`config.mk`:
```
export PLATFORM = sky130hd
export DESIGN_NAME = cmd_decoder
export DESIGN_NICKNAME = d
export VERILOG_FILES = /design/src/logic/cmd_pkg.sv /design/src/logic/cmd_decoder.sv
export SDC_FILE = /design/constraint.sdc
export NUM_CORES = 1
export LEC_CHECK = 0
export CAP_MARGIN = 20
export CORE_MARGIN = 5
export CORE_UTILIZATION = 55
export DETAILED_ROUTE_END_ITERATION = 6
export DONT_BUFFER_PORTS = 1
export PLACE_DENSITY = 0.69
export SYNTH_ARGS = -nofsm -noshare
export SYNTH_HDL_FRONTEND = slang
export SYNTH_SLANG_ARGS = --single-unit
```
`constraint.sdc`:
```
create_clock -name clk -period 4.4 [get_ports clk]
set_input_delay 0.66 -clock clk [delete_from_list [all_inputs] [get_ports clk]]
set_output_delay 0.66 -clock clk [all_outputs]
set_load 0.03 [all_outputs]
```
`src/logic/cmd_pkg.sv`:
```
package cmd_pkg;
	// Command identifiers handled by the decoder
	localparam logic [7:0] CMD_FIX_MODE_REQ = 8'h24;
	localparam logic [7:0] CMD_SOFT_RESET   = 8'h25;
	localparam logic [7:0] CMD_HEALTH_REQ   = 8'h26;
	localparam logic [7:0] CMD_SIG_REQ      = 8'h27;
	localparam logic [7:0] CMD_MSG_REQ      = 8'h28;
	localparam logic [7:0] CMD_ALM_HLTH_REQ = 8'h29;
	localparam logic [7:0] CMD_ALT_2D       = 8'h2A;
	localparam logic [7:0] CMD_INIT_LLA     = 8'h2B;
	localparam logic [7:0] CMD_OSC_REQ      = 8'h2D;
	localparam logic [7:0] CMD_TIME_AID     = 8'h2E;
	localparam logic [7:0] CMD_LEAP_REQ     = 8'h2F;
	localparam logic [7:0] CMD_EXACT_XYZ    = 8'h31;
	localparam logic [7:0] CMD_EXACT_LLA    = 8'h32;
	localparam logic [7:0] CMD_ONE_SV       = 8'h34;

	// Report identifiers
	localparam logic [7:0] RPT_VERSION   = 8'h45;
	localparam logic [7:0] RPT_HEALTH    = 8'h46;
	localparam logic [7:0] RPT_SIG       = 8'h47;
	localparam logic [7:0] RPT_MSG       = 8'h48;
	localparam logic [7:0] RPT_ALM_HLTH  = 8'h49;
	localparam logic [7:0] RPT_ALT       = 8'h4A;
	localparam logic [7:0] RPT_STATUS    = 8'h4B;
	localparam logic [7:0] RPT_OSC       = 8'h4D;
	localparam logic [7:0] RPT_TIME      = 8'h4E;
	localparam logic [7:0] RPT_LEAP      = 8'h4F;
	localparam logic [7:0] RPT_FIX_MODE  = 8'h6D;
	localparam logic [7:0] RPT_SUPER     = 8'h8F;
	localparam logic [7:0] RPT_SUB_NONE  = 8'h00;
	localparam logic [7:0] RPT_SUB_TIMING = 8'hAC;

	// Payload lengths in bytes
	localparam logic [3:0] LEN_NONE   = 4'h0;
	localparam logic [3:0] LEN_BYTE   = 4'h1;
	localparam logic [3:0] LEN_SINGLE = 4'h4;
	localparam logic [3:0] LEN_TIME   = 4'h6;
	localparam logic [3:0] LEN_POS    = 4'hC;
	localparam logic [3:0] LEN_OVER   = 4'hD;

	// Field values and limits
	localparam logic [7:0]  ALT_CANCEL    = 8'hFF;
	localparam logic [7:0]  SV_MAX_PRN    = 8'h20;
	localparam logic [31:0] ALT_LIMIT_BITS = 32'h468CA000;
	localparam logic [31:0] ALT_RESET_VAL = 32'h00000000;
	localparam logic [5:0]  SV_AUTO       = 6'h00;

	// Buffer shape
	localparam int FIFO_WIDTH = 10;
	localparam int FIFO_DEPTH = 4;

	// Decoder states
	typedef enum logic [3:0] {
		ST_IDLE = 4'b0001,
		ST_BODY = 4'b0010,
		ST_EXEC = 4'b0100,
		ST_RPT  = 4'b1000
	} dec_state_e;
endpackage

```
`src/logic/cmd_decoder.sv`:
```
`timescale 1ns/1ps

////////////////////////////////////////////////////////////////////////////////
// Byte buffer between the framer and the decoder
module cmd_fifo
	import cmd_pkg::*;
#(
	parameter int WIDTH = FIFO_WIDTH,
	parameter int DEPTH = FIFO_DEPTH
) (
	input  wire logic             clk,
	input  wire logic             nrst,
	input  wire logic             in_valid,
	output logic                  in_ready,
	input  wire logic [WIDTH-1:0] in_data,
	output logic                  out_valid,
	input  wire logic             out_ready,
	output logic      [WIDTH-1:0] out_data
);
	localparam int AW = $clog2(DEPTH);
	typedef struct packed {
		logic [AW-1:0] wp;
		logic [AW-1:0] rp;
		logic [AW:0]   cnt;
		logic          full;
		logic          empty;
	} fifo_s;

	fifo_s            st_reg;
	fifo_s            st_next;
	logic [WIDTH-1:0] mem [DEPTH];
	logic             push;
	logic             pop;

	assign push      = in_valid & ~st_reg.full;
	assign pop       = out_ready & ~st_reg.empty;
	assign in_ready  = ~st_reg.full;
	assign out_valid = ~st_reg.empty;
	assign out_data  = mem[st_reg.rp];

	// Pointer wrap assumes a power-of-two depth
	always_comb begin
		st_next = st_reg;
		if (push) begin
			st_next.wp = st_reg.wp + 1'b1;
		end
		if (pop) begin
			st_next.rp = st_reg.rp + 1'b1;
		end
		if (push & ~pop) begin
			st_next.cnt = st_reg.cnt + 1'b1;
		end else if (pop & ~push) begin
			st_next.cnt = st_reg.cnt - 1'b1;
		end
		st_next.full  = (st_next.cnt == (AW+1)'(DEPTH));
		st_next.empty = (st_next.cnt == '0);
	end

	always_ff @(posedge clk) begin
		if (!nrst) begin
			st_reg <= '{wp: '0, rp: '0, cnt: '0, full: 1'b0, empty: 1'b1};
		end else begin
			st_reg <= st_next;
		end
	end

	// Storage has no reset; only pointers matter
	always_ff @(posedge clk) begin
		if (push) begin
			mem[st_reg.wp] <= in_data;
		end
	end
endmodule

////////////////////////////////////////////////////////////////////////////////
// Command decoder and report scheduler
module cmd_decoder
	import cmd_pkg::*;
(
	input  wire logic        clk,
	input  wire logic        nrst,
	input  wire logic        in_valid,
	output logic             in_ready,
	input  wire logic [7:0]  in_data,
	input  wire logic        in_first,
	input  wire logic        in_last,
	output logic             rpt_valid,
	input  wire logic        rpt_ready,
	output logic      [7:0]  rpt_id,
	output logic      [7:0]  rpt_sub,
	input  wire logic        nav_fixing,
	input  wire logic        time_known,
	input  wire logic        alt_geoid_opt,
	input  wire logic        sv_acquired,
	input  wire logic        pos_inaccurate,
	output logic             soft_reset,
	output logic             alt_set,
	output logic             alt_hold,
	output logic             alt_geoid,
	output logic      [31:0] alt_value,
	output logic             nvm_alt_wr,
	output logic             pos_wr,
	output logic             pos_exact,
	output logic             pos_lla,
	output logic      [31:0] pos_a,
	output logic      [31:0] pos_b,
	output logic      [31:0] pos_c,
	output logic             time_wr,
	output logic      [31:0] time_tow,
	output logic      [15:0] time_week,
	output logic             survey_full,
	output logic             traim_flag,
	output logic      [5:0]  one_sv_prn
);
	typedef struct packed {
		dec_state_e  st;
		logic [7:0]  id;
		logic [3:0]  cnt;
		logic [95:0] pay;
		logic        boot;
		logic        rv;
		logic [7:0]  rid;
		logic [7:0]  rsub;
		logic        r2;
		logic [7:0]  r2id;
		logic        srst;
		logic        aset;
		logic        ahold;
		logic        ageo;
		logic [31:0] aval;
		logic        nvw;
		logic        pw;
		logic        pex;
		logic        plla;
		logic [95:0] pos;
		logic        tw;
		logic [31:0] tow;
		logic [15:0] week;
		logic        sfull;
		logic        traim;
		logic [5:0]  prn;
	} dec_s;

	dec_s       s_reg;
	dec_s       s_next;
	logic       f_valid;
	logic       f_ready;
	logic [9:0] f_data;
	logic [7:0] f_byte;
	logic       f_first;
	logic       f_last;
	logic       alt_over;

	// Incoming bytes are buffered so the decoder can stall on reports
	cmd_fifo #(
		.WIDTH(FIFO_WIDTH),
		.DEPTH(FIFO_DEPTH)
	) u_fifo (
		.clk      (clk),
		.nrst     (nrst),
		.in_valid (in_valid),
		.in_ready (in_ready),
		.in_data  ({in_first, in_last, in_data}),
		.out_valid(f_valid),
		.out_ready(f_ready),
		.out_data (f_data)
	);

	assign f_first = f_data[9];
	assign f_last  = f_data[8];
	assign f_byte  = f_data[7:0];
	// Bytes are drained only while collecting a packet
	assign f_ready = (s_reg.st == ST_IDLE & ~s_reg.boot) | (s_reg.st == ST_BODY);
	// Positive single above limit compares as unsigned bits
	assign alt_over = ~s_reg.aval[31] & (s_reg.aval[30:0] > ALT_LIMIT_BITS[30:0]);

	// Next-state logic: collect, dispatch, report
	always_comb begin
		s_next       = s_reg;
		s_next.srst  = 1'b0;
		s_next.nvw   = 1'b0;
		s_next.pw    = 1'b0;
		s_next.tw    = 1'b0;
		s_next.sfull = 1'b0;
		case (s_reg.st)
			ST_IDLE: begin
				if (s_reg.boot) begin
					s_next.boot = 1'b0;
					s_next.rv   = 1'b1;
					s_next.rid  = RPT_VERSION;
					s_next.rsub = RPT_SUB_NONE;
					s_next.st   = ST_RPT;
				end else if (f_valid & f_first) begin
					s_next.id  = f_byte;
					s_next.cnt = LEN_NONE;
					s_next.pay = '0;
					s_next.st  = f_last ? ST_EXEC : ST_BODY;
				end
			end
			ST_BODY: begin
				if (f_valid) begin
					// Saturating count marks oversized packets
					s_next.pay = {s_reg.pay[87:0], f_byte};
					if (s_reg.cnt != LEN_OVER) begin
						s_next.cnt = s_reg.cnt + 1'b1;
					end
					if (f_first) begin
						s_next.id  = f_byte;
						s_next.cnt = LEN_NONE;
						s_next.pay = '0;
					end
					if (f_last) begin
						s_next.st = ST_EXEC;
					end
				end
			end
			ST_EXEC: begin
				s_next.st   = ST_IDLE;
				s_next.rsub = RPT_SUB_NONE;
				if (s_reg.cnt == LEN_NONE) begin
					s_next.rv = 1'b1;
					case (s_reg.id)
						CMD_FIX_MODE_REQ: s_next.rid = RPT_FIX_MODE;
						CMD_SIG_REQ:      s_next.rid = RPT_SIG;
						CMD_MSG_REQ:      s_next.rid = RPT_MSG;
						CMD_ALM_HLTH_REQ: s_next.rid = RPT_ALM_HLTH;
						CMD_OSC_REQ:      s_next.rid = RPT_OSC;
						CMD_LEAP_REQ:     s_next.rid = RPT_LEAP;
						CMD_HEALTH_REQ: begin
							s_next.rid  = RPT_HEALTH;
							s_next.r2   = 1'b1;
							s_next.r2id = RPT_STATUS;
						end
						CMD_SOFT_RESET: begin
							// Stored settings are untouched here
							s_next.rv   = 1'b0;
							s_next.srst = 1'b1;
							s_next.boot = 1'b1;
						end
						default: s_next.rv = 1'b0;
					endcase
				end else if (s_reg.id == CMD_ALT_2D & s_reg.cnt == LEN_SINGLE) begin
					s_next.aval = s_reg.pay[31:0];
					s_next.ageo = alt_geoid_opt;
					s_next.aset = 1'b1;
					s_next.nvw  = 1'b1;
					s_next.rv   = 1'b1;
					s_next.rid  = RPT_ALT;
				end else if (s_reg.id == CMD_ALT_2D & s_reg.cnt == LEN_BYTE) begin
					if (s_reg.pay[7:0] == ALT_CANCEL) begin
						s_next.aset = 1'b0;
						s_next.aval = ALT_RESET_VAL;
						s_next.nvw  = 1'b1;
					end
				end else if (s_reg.id == CMD_INIT_LLA & s_reg.cnt == LEN_POS) begin
					if (!nav_fixing) begin
						s_next.pos  = s_reg.pay;
						s_next.pw   = 1'b1;
						s_next.pex  = 1'b0;
						s_next.plla = 1'b1;
						s_next.rv   = 1'b1;
						s_next.rid  = RPT_STATUS;
					end
				end else if ((s_reg.id == CMD_EXACT_XYZ | s_reg.id == CMD_EXACT_LLA)
						& s_reg.cnt == LEN_POS) begin
					s_next.pos   = s_reg.pay;
					s_next.plla  = (s_reg.id == CMD_EXACT_LLA);
					s_next.pw    = 1'b1;
					s_next.pex   = 1'b1;
					s_next.sfull = 1'b1;
					s_next.traim = 1'b0;
					s_next.rv    = 1'b1;
					s_next.rid   = RPT_SUPER;
					s_next.rsub  = RPT_SUB_TIMING;
				end else if (s_reg.id == CMD_TIME_AID & s_reg.cnt == LEN_TIME) begin
					if (!time_known) begin
						s_next.tow  = s_reg.pay[47:16];
						s_next.week = s_reg.pay[15:0];
						s_next.tw   = 1'b1;
						s_next.rv   = 1'b1;
						s_next.rid  = RPT_TIME;
					end
				end else if (s_reg.id == CMD_ONE_SV & s_reg.cnt == LEN_BYTE) begin
					if (s_reg.pay[7:0] <= SV_MAX_PRN) begin
						s_next.prn = s_reg.pay[5:0];
					end
				end
				if (s_next.rv) begin
					s_next.st = ST_RPT;
				end
			end
			ST_RPT: begin
				// Second report of a pair follows the first
				if (rpt_ready) begin
					if (s_reg.r2) begin
						s_next.r2  = 1'b0;
						s_next.rid = s_reg.r2id;
					end else begin
						s_next.rv = 1'b0;
						s_next.st = ST_IDLE;
					end
				end
			end
			default: s_next.st = ST_IDLE;
		endcase
		// Export limit: an acquisition restarts the receiver only while a set altitude is above the limit
		if (sv_acquired & s_reg.aset & alt_over) begin
			s_next.srst = 1'b1;
			s_next.boot = 1'b1;
		end
		// Flag set wins over the clear by a new position
		if (s_reg.pex & pos_inaccurate) begin
			s_next.traim = 1'b1;
		end
		// Hold mode kept as its own flop so the pin has no gate after the register
		s_next.ahold = ~s_next.aset;
	end

	always_ff @(posedge clk) begin
		if (!nrst) begin
			s_reg      <= '0;
			s_reg.st   <= ST_IDLE;
			s_reg.boot <= 1'b1;
			s_reg.prn  <= SV_AUTO;
			s_reg.ahold <= 1'b1;
		end else begin
			s_reg <= s_next;
		end
	end

	// Outputs straight from the state register
	assign rpt_valid   = s_reg.rv;
	assign rpt_id      = s_reg.rid;
	assign rpt_sub     = s_reg.rsub;
	assign soft_reset  = s_reg.srst;
	assign alt_set     = s_reg.aset;
	assign alt_hold    = s_reg.ahold;
	assign alt_geoid   = s_reg.ageo;
	assign alt_value   = s_reg.aval;
	assign nvm_alt_wr  = s_reg.nvw;
	assign pos_wr      = s_reg.pw;
	assign pos_exact   = s_reg.pex;
	assign pos_lla     = s_reg.plla;
	assign pos_a       = s_reg.pos[95:64];
	assign pos_b       = s_reg.pos[63:32];
	assign pos_c       = s_reg.pos[31:0];
	assign time_wr     = s_reg.tw;
	assign time_tow    = s_reg.tow;
	assign time_week   = s_reg.week;
	assign survey_full = s_reg.sfull;
	assign traim_flag  = s_reg.traim;
	assign one_sv_prn  = s_reg.prn;

	////////////////////////////////////////////////////////////////////////////
	// Checks
	property p_fix_mode;
		@(posedge clk) disable iff (!nrst)
		(s_reg.st == ST_EXEC & s_reg.id == CMD_FIX_MODE_REQ & s_reg.cnt == LEN_NONE)
		|=> rpt_valid & rpt_id == RPT_FIX_MODE;
	endproperty
	a_fix_mode: assert property (p_fix_mode) else $error("fix mode report missing");

	property p_soft_reset;
		@(posedge clk) disable iff (!nrst)
		$rose(soft_reset) |-> ##[1:3] (rpt_valid & rpt_id == RPT_VERSION);
	endproperty
	a_soft_reset: assert property (p_soft_reset) else $error("no version after reset");

	property p_version_only_boot;
		@(posedge clk) disable iff (!nrst)
		$rose(rpt_valid) & rpt_id == RPT_VERSION |-> $past(s_reg.boot);
	endproperty
	a_version_only_boot: assert property (p_version_only_boot) else $error("spurious version");

	property p_health_pair;
		@(posedge clk) disable iff (!nrst)
		(rpt_valid & rpt_ready & rpt_id == RPT_HEALTH) |=> rpt_valid & rpt_id == RPT_STATUS;
	endproperty
	a_health_pair: assert property (p_health_pair) else $error("health pair broken");

	property p_alt_cancel;
		@(posedge clk) disable iff (!nrst)
		(s_reg.st == ST_EXEC & s_reg.id == CMD_ALT_2D & s_reg.cnt == LEN_BYTE
			& s_reg.pay[7:0] == ALT_CANCEL) |=> !alt_set & alt_value == ALT_RESET_VAL & nvm_alt_wr;
	endproperty
	a_alt_cancel: assert property (p_alt_cancel) else $error("altitude cancel failed");

	property p_lla_discard;
		@(posedge clk) disable iff (!nrst)
		(s_reg.st == ST_EXEC & s_reg.id == CMD_INIT_LLA & nav_fixing) |=> !pos_wr & !rpt_valid;
	endproperty
	a_lla_discard: assert property (p_lla_discard) else $error("position taken while fixing");

	property p_time_ignore;
		@(posedge clk) disable iff (!nrst)
		(s_reg.st == ST_EXEC & s_reg.id == CMD_TIME_AID & time_known) |=> !time_wr;
	endproperty
	a_time_ignore: assert property (p_time_ignore) else $error("time aiding not ignored");

	property p_exact_survey;
		@(posedge clk) disable iff (!nrst)
		survey_full |-> pos_wr & pos_exact & rpt_valid & rpt_sub == RPT_SUB_TIMING;
	endproperty
	a_exact_survey: assert property (p_exact_survey) else $error("exact position effects missing");

	property p_traim;
		@(posedge clk) disable iff (!nrst)
		(pos_exact & pos_inaccurate) |=> traim_flag;
	endproperty
	a_traim: assert property (p_traim) else $error("integrity flag not raised");

	property p_prn_range;
		@(posedge clk) disable iff (!nrst)
		one_sv_prn <= SV_MAX_PRN[5:0];
	endproperty
	a_prn_range: assert property (p_prn_range) else $error("satellite number out of range");

	property p_limit_reset;
		@(posedge clk) disable iff (!nrst)
		(sv_acquired & alt_set & alt_over) |=> soft_reset;
	endproperty
	a_limit_reset: assert property (p_limit_reset) else $error("limit reset missing");
endmodule

```
# Yosys cells after proc, flatten, opt, wreduce, memory -nomap -nowiden
# Memory sizes are Yosys's and may differ from the RTL's. A register that Yosys moved wholly into a read port is not among the register bits.
# Cells that the tools add are included.
# Widths: inputs -> output; s select.
[classes]
add_sub_neg = 5
reduce_logical = 33
eq_ne = 49
muxes = 72
bitwise = 34
magnitude_cmp = 2
[ops]
columns = ["cell", "n"]
rows = [
  ["$mux 99", 3],
  ["$mux 112", 2],
  ["$mux 108", 2],
  ["$pmux 108 s2", 1],
  ["$eq 8x6->1 const B", 14],
  ["$mux 33", 3],
  ["$mux 9", 10],
  ["$pmux 8 s7", 1],
  ["$mux 49", 1],
  ["$mux 8", 5],
  ["$mux 7", 5],
  ["$mux 17", 2],
  ["$gt 31x31->1 const B", 1],
  ["$pmux 9 s3", 1],
  ["$mux 4", 6],
  ["$mux 6", 4],
  ["$ne 2x2->1 const B", 10],
  ["$reduce_and 9->1", 2],
  ["$and 1x1->1", 16],
  ["$not 1->1", 16],
  ["$pmux 4 s4", 1],
  ["$pmux 8 s2", 1],
  ["$reduce_and 4->1", 4],
  ["$reduce_bool 2->1", 8],
  ["37 further kinds", 76],
]
[totals]
ram_bits = 40
mem_count = 1
ff_bits = 334
input_bits = 19
wordCells = 227
[memory_table]
columns = ["memory", "depth", "word_bits", "read_ports", "rd_ports_with_merged_regs", "wr", "line_no", "text"]
rows = [
  ["u_fifo.mem", 4, 10, 1, 1, 1, "cmd_decoder.sv:31", "logic [WIDTH-1:0] mem [DEPTH];"],
]

# Longest topological paths before layout
# Gate-level depths: netlist of the first run.
[depth]
ltp_word = 11
ltp_mapped = 11
ltp_nobuf = 8

# Modules after synthesis
# From an unflattened synthesis of the first run, not the netlist that was laid out.
[unflattened]
hier_cells = 1778
area_unflattened_um2 = 15533.6
[modules_own_cells]
columns = ["mod", "area_each_um2", "instances", "cells_per_inst"]
rows = [
  ["cmd_decoder", 13431.6, 1, 1657],
  ["cmd_fifo", 2102.0, 1, 121],
]

# Worst setup path before layout of the first run
# No wires, ideal clock.
[synth_path]
path_kind = "input port to flip-flop"
start = "in time_known"
end = "reg s_reg, in the netlist time_tow[13]"
setup_time_ps = 132
path_stages = 7
setup_slack_ps = 2107
t_arrival_ps = 2160
cell_sequence = "or4bb_1 -> or4_4 -> or2_1 -> buf_6 -> buf_6 -> nand2_1 -> a21oi_1"
[synth_between]
elab_chain_len = 2
[synth_lines]
columns = ["element", "line_no", "text"]
rows = [
  ["start, declared", "cmd_decoder.sv:92", "input wire logic time_known,"],
  ["$not 1->1 (no line)", "--", ""],
  ["$reduce_and 8->1 (no line)", "--", ""],
  ["end signal, assigned", "cmd_decoder.sv:327", "s_reg <= s_next;"],
  ["end, declared", "cmd_decoder.sv:144", "dec_s s_reg;"],
]
# No other way between the ends.
# A chain may end at the register's enable or synchronous reset.

==> metrics.txt, run 1 <==
CTS root buf clkbuf_16; nets roughly 1.5k; Worst Hold Launch in_data[1]; CTS tree built; outcome finished clean; Async SR Flop Fraction 0%; DP Worst Slack 1430 ps; Initial DRT Pass Iterations 5; WHS Path Cells 0; hold_buf cts 0; worst-path cell chain mux4_2, a21o_1, nand2_4, buf_4, nand2_1, a21oi_1; Comb pwr share 9.0%; wire length per cell 18.9 um; Yosys top cell area share 42.7%; leakage power 4.89 nW; CTS max path bufs 3; Setup WS post-layout 1430 ps; Critical R2R Capture s_reg[235]; GPL Wtd Cong 0.864; Via-to-Cell Ratio 5.64; sequential share of power 49.4%; sequential fraction of the synthesis area 50.5%; DP HPWL about 23 mm; max reg flops about 120; Max Fanout on Critical Path 56; yosys warns 0; Tcrit/Tclk final 67.4%; Mapped Area 15400 um2; first-pass GRT wire length 56.4 mm; Worst Setup End Kind flip-flop; HP Class in2reg; top post-synthesis cells by area dfxtp_1 (43%), nand2_1 (10%), buf_4 (9.7%); vias in the first global route 10.0k; Pint about 5.5 mW; WP data required 4830 ps; final hold vios 0; hold slack 250 ps; flops & latches, synth 368; Cell Pwr Density 482 nW/um2; ANT nets after route 0; post-cts sizing count 0; startpoint class of the critical path flip-flop; CORE AREA around 28000 um2; CTS Buf Count 39; routed wire length 36.4 mm; largest net degree at the start of global routing 159; layout cells sized above 1 6.86%; Slew headroom a little under a quarter; IO buf count 0; Netlist cell types 69; Slew Viols, Final 0; gr usage total 22.2%; crit path time final 2970 ps; die width 177 um; actual transition at the worst max-transition pin 1150 ps; FF-to-FF path depth 6; Clk pwr share 41.6%; WP data arrival 3400 ps; Core Util, Final 55.0%; DR vias about 11k; CP peak stage delay between 700 and 800 ps; Setup CP Type reg2reg; Reg2Reg Setup Slack 1430 ps; H-tree levels 2; postcts setup bufs 0; Row Count slightly above 60; max_cap viols 0; ant diodes 0; RSZ-0062 raised after global routing no; area leader, netlist dfxtp_1; Synth Instances 1788; number of synthesized flops with an enable pin 40; Synth Flop Type dfxtp_1; Die Ht around 180 um; die area around 31000 um2; total grt overflow 0; setup TNS 0 ps; Worst Skew 18.2 ps; Tot Pwr 7.34 mW; clk sink count 368; clk slew on worst S/H paths 60 ps; Max Fclk 0.337 GHz; Avg Cell Area, Syn 8.60 um2; switching pwr 1.86 mW; initial core utilization a little under three fifths; initial antenna violation count 1; Initial DRC Count 962; total I/O pin count 230; VDD IR max 0.438 mV; worst-skew pair later-pin latency around 520 ps; crit path max-delay cell type dfxtp_1; # DRC 0; area grow syn2layout -1.02%; Hold Path Sink u_fifo.mem[2][1]; switching part of the total 25.4%; Final setup viols 0
-- power by group through the flow --
stage	clock network (mW)	registers [mW]	logic, mW
floorplan	0	3.60	0.635
global placement	0	3.69	0.646
detailed placement	0	3.70	0.659
CTS	3.12	3.63	0.661
global route	3.26	3.64	0.729
finish	3.05	3.63	0.661
-- area by class of cell --
class / instances / area [um2]
flip-flops and latches: 368 / 7770
clock inverters: 16 / 124
inverters: 14 / 60.1
fillers: 2501 / 12500
well taps: 378 / 473
repair buffers: 14 / 155
multi-input cells: 1083 / 5580
clock buffers: 51 / 1070
-- logic make-up after synthesis --
logic type | count (synthesis) | synth area share (%)
compound gates | 352 | 12.8
xor+xnor | 6 | 0.342
fa+ha+maj | 10 | 0.813
mux | 24 | 2.37
simple gates | 686 | 19.5
buf+inv | 341 | 13.6
flops | 368 | 50.5
other cells | 1 | 0.0244
-- cell usage after synthesis (10+ instances only) --
cell        n
nor3_1     14
ha_1       10
o21ai_0    21
buf_2      26
nand2_1   417
nand3_1   107
inv_1      14
nor2_1     79
buf_4     199
mux2i_1    14
mux4_2     10
clkbuf_1   91
dfxtp_1   328
edfxtp_1   40
a21oi_1   263
a22oi_1    34
-- worst max path at each step --
stage          startpoint  slack (ps)  cells past startpoint      endpoint
6_report        flip-flop        1430                      6    s_reg[235]
3_5_place_dp   s_reg[324]        1430                      6  time_week[1]
2_1_floorplan  time_known        2110                      7  time_tow[13]
4_1_cts         flip-flop        1420                      6    s_reg[231]
5_1_grt         flip-flop        1150                      6    s_reg[256]
3_3_place_gp    flip-flop        1460                      6    s_reg[252]
-- critical path: cells and delay by family, from the launching register on --
family,cells,cell delay (ps)
flip-flops,1,730
multiplexers,1,650
AND/OR/NAND/NOR,2,570
buffers and inverters,1,490
AO/OA/AOI/OAI,2,380
-- layout by cell type, fill, tap and decap left out, types with 5 or more instances in the layout --
cell and count:
nor2b_1 6, buf_4 10, clkbuf_1 7, nand2_1 416, o21ai_0 21, nor4b_1 5
edfxtp_1 40, and2_1 5, ha_1 10, a22oi_1 34, clkbuf_8 5, clkbuf_16 39
inv_1 13, nand2b_1 6, o211ai_1 5, clkinv_2 7, mux4_2 10, conb_1 5
dfxtp_1 328, nand3_1 107, nor3_1 14, nor4_1 9, nor2_1 78, clkinvlp_4 5
mux2i_1 14, a21oi_1 263
-- per-layer routing --
metal / share of wire, % / track usage [%] / vias to the layer above
li1: - / - / 5275
met1: 42 / 29.5 / 5155
met2: 48 / 36.6 / 367
met3: 8.5 / 5.45 / 58
met4: 2.0 / 5.67 / 2
met5: 0.055 / 0 / -
-- through the flow --
| stage | cell area [um2] | cells |
|---|---|---|
| 2_1_floorplan | 15400 | 1792 |
| 3_3_place_gp | 14000 | 1857 |
| 3_5_place_dp | 14000 | 1857 |
| 4_1_cts | 15200 | 1924 |
| 5_1_grt | 15200 | 1924 |
| 6_report | 15200 | 1924 |
(Power assumes the default switching activity.)
==> run 2: changes to the inputs <==
- PLACE_DENSITY: 0.69 -> 0.72
- clock period: 4.4 -> 2.4 ns (I/O delays scaled with it)
==> run 2 against run 1 <==
Worst setup slack got worse by 1300 ps. Critical path depth grew 2. Hold slack worse by 240 ps. Flip-flop and latch count is the same. Largest power group unchanged.
==> metrics.txt, run 2 (same netlist as run 1, synthesis figures left out) <==
outcome finished clean; met3 WL post-DR 3.07 mm; die area 31400 um2; HP Class in2reg; max_cap viols 0; total grt overflow 0; crit path time final 2310 ps; Setup WS post-layout 90.5 ps; Slew headroom a little over half; initial antenna violation count 1; ant diodes 0; nets 1616; CTS max path bufs 3; largest net degree at the start of global routing roughly 70; Slew Viols, Final 0; Reg2Reg Setup Slack 90 ps; switching pwr 3.46 mW; total I/O pin count 230; Worst Setup End Kind flip-flop; max reg flops 115; ANT nets after route 0; RSZ-0062 raised after global routing yes; # DRC 0; worst-skew pair later-pin latency 520 ps; actual transition at the worst max-transition pin 690 ps; Tcrit/Tclk final 96.2%; CTS root buf clkbuf_16; Pint 10.5 mW; CP dominant cell by count buf_4; CTS Buf Count 38; Final Instance Count excl. Fillers around 2.0k; met2 wire len between 15 and 20 mm; DR vias 11.3k; CP endpoint alt_value[29]; first-pass GRT wire length 58.4 mm; DP HPWL approximately 25 mm; Via-to-Cell Ratio between 5 and 6; commonest non-fill, non-tap cell in the layout nand2_1; leading cell types in the layout, fill and taps excluded nand2_1 (415), dfxtp_1 (327), a21oi_1 (260), nand3_1 (107), nor2_1 (78); FF-to-FF path depth 8; Initial DRT Pass Iterations 5; placed cell count 1900; Core Util, Final 58.1%; CP peak stage delay 550 ps; layout cells sized above 1 10.3%; FILL cells about 2.4k; crit path max-delay cell type or4b_4; Setup CP Type reg2reg; GPL Wtd Cong 0.889; CTS tree built; initial core utilization 55.5%; area of the multi-input gates 5610 um2; Final Instance Area 16100 um2; worst-path cell chain or4b_4, buf_4, nor3_4, buf_4, and4_1, buf_4, a22oi_1, nor2_1; sequential share of power 47.6%; Clk pwr share 42.5%; placed instance area around 15000 um2; WP data arrival 2750 ps; IO buf count 0; Initial DRC Count 984; Max Fclk ~0.43 GHz; WP data required 2840 ps; CP top delay family simple AND/OR/NAND/NOR gates; area grow syn2layout 4.62%; Cell Pwr Density 865 nW/um2; gr usage total roughly 23%; Seq. cell area about 8000 um2; Critical Path Source s_reg[324]; startpoint class of the critical path flip-flop; CORE AREA 27700 um2; Comb pwr share around a tenth; number of cells on the critical path 8; DP Worst Slack -48.1 ps; H-tree levels 2; Final setup viols 0; switching part of the total 24.9%; Row Count 61; vias in the first global route around 11k; hold slack 14.8 ps; Worst Skew 16.1 ps; wire length per cell approximately 19 um; clk slew on worst S/H paths 60 ps; CP bufs+invs 3; die width around 180 um; top sig layer met5; routed wire length 38.4 mm; Max Fanout on Critical Path 14; leakage power 5.36 nW; Critical R2R Capture alt_value[29]; worst r2r src s_reg[324]; Die Ht 177 um; Met1 Wirelength 15.8 mm; clk sink count between 300 and 400; VDD IR max 0.667 mV; final hold vios 0
==> run 2: final cells by class <==
type | count | area share (%)
inverter | 14 | 0.373
clock buffer | 61 | 7.26
sequential | 368 | 48.3
tap | 378 | 2.94
multi-input combinational | 1083 | 34.9
timing repair buffer | 82 | 5.75
clock inverter | 7 | 0.552
==> run 2: layer usage <==
layer | vias up | GRT usage (%)
li1 | 5403 | -
met1 | 5362 | 29.7
met2 | 415 | 38.0
met3 | 78 | 5.77
met4 | 2 | 7.00
met5 | - | 0
==> run 2: power by group through the flow <==
| stage | Clock, mW | Sequential (mW) | Combinational (mW) |
|---|---|---|---|
| 6_report | 5.91 | 6.62 | 1.38 |
| 5_1_grt | 6.28 | 6.65 | 1.52 |
| 4_1_cts | 6.00 | 6.62 | 1.38 |
| 3_5_place_dp | 0 | 6.76 | 1.35 |
| 3_3_place_gp | 0 | 6.75 | 1.32 |
| 2_1_floorplan | 0 | 6.60 | 1.16 |
==> run 2: what timing repair did <==
action	CTS	global route
hold endpoints to repair	56	0
pin swaps	0	3
hold buffers	13	0
cloned	0	4
buffers inserted	0	8
endpoints found under the setup margin	9	148
gates resized for setup	4	8
==> run 2: per-stage QoR <==
step                power [mW]  TNS [ps]
floorplan                 7.76         0
global placement          8.06         0
detailed placement        8.11     -87.2
CTS                       14.0         0
global route              14.5      -149
finish                    13.9         0
==> run 2: worst min path at each step <==
stage | startpoint | end | slack, ps | depth (start not counted)
final | pos_inaccurate | traim_flag | 10 | 2
after CTS | pos_inaccurate | traim_flag | 0.5 | 2
after global placement | s_reg[315] | s_reg[315] | 440 | 2
after floorplan | s_reg[308] | pos_a[24] | 430 | 2
after global routing | pos_inaccurate | traim_flag | 40 | 2
after detailed placement | s_reg[308] | s_reg[308] | 450 | 2
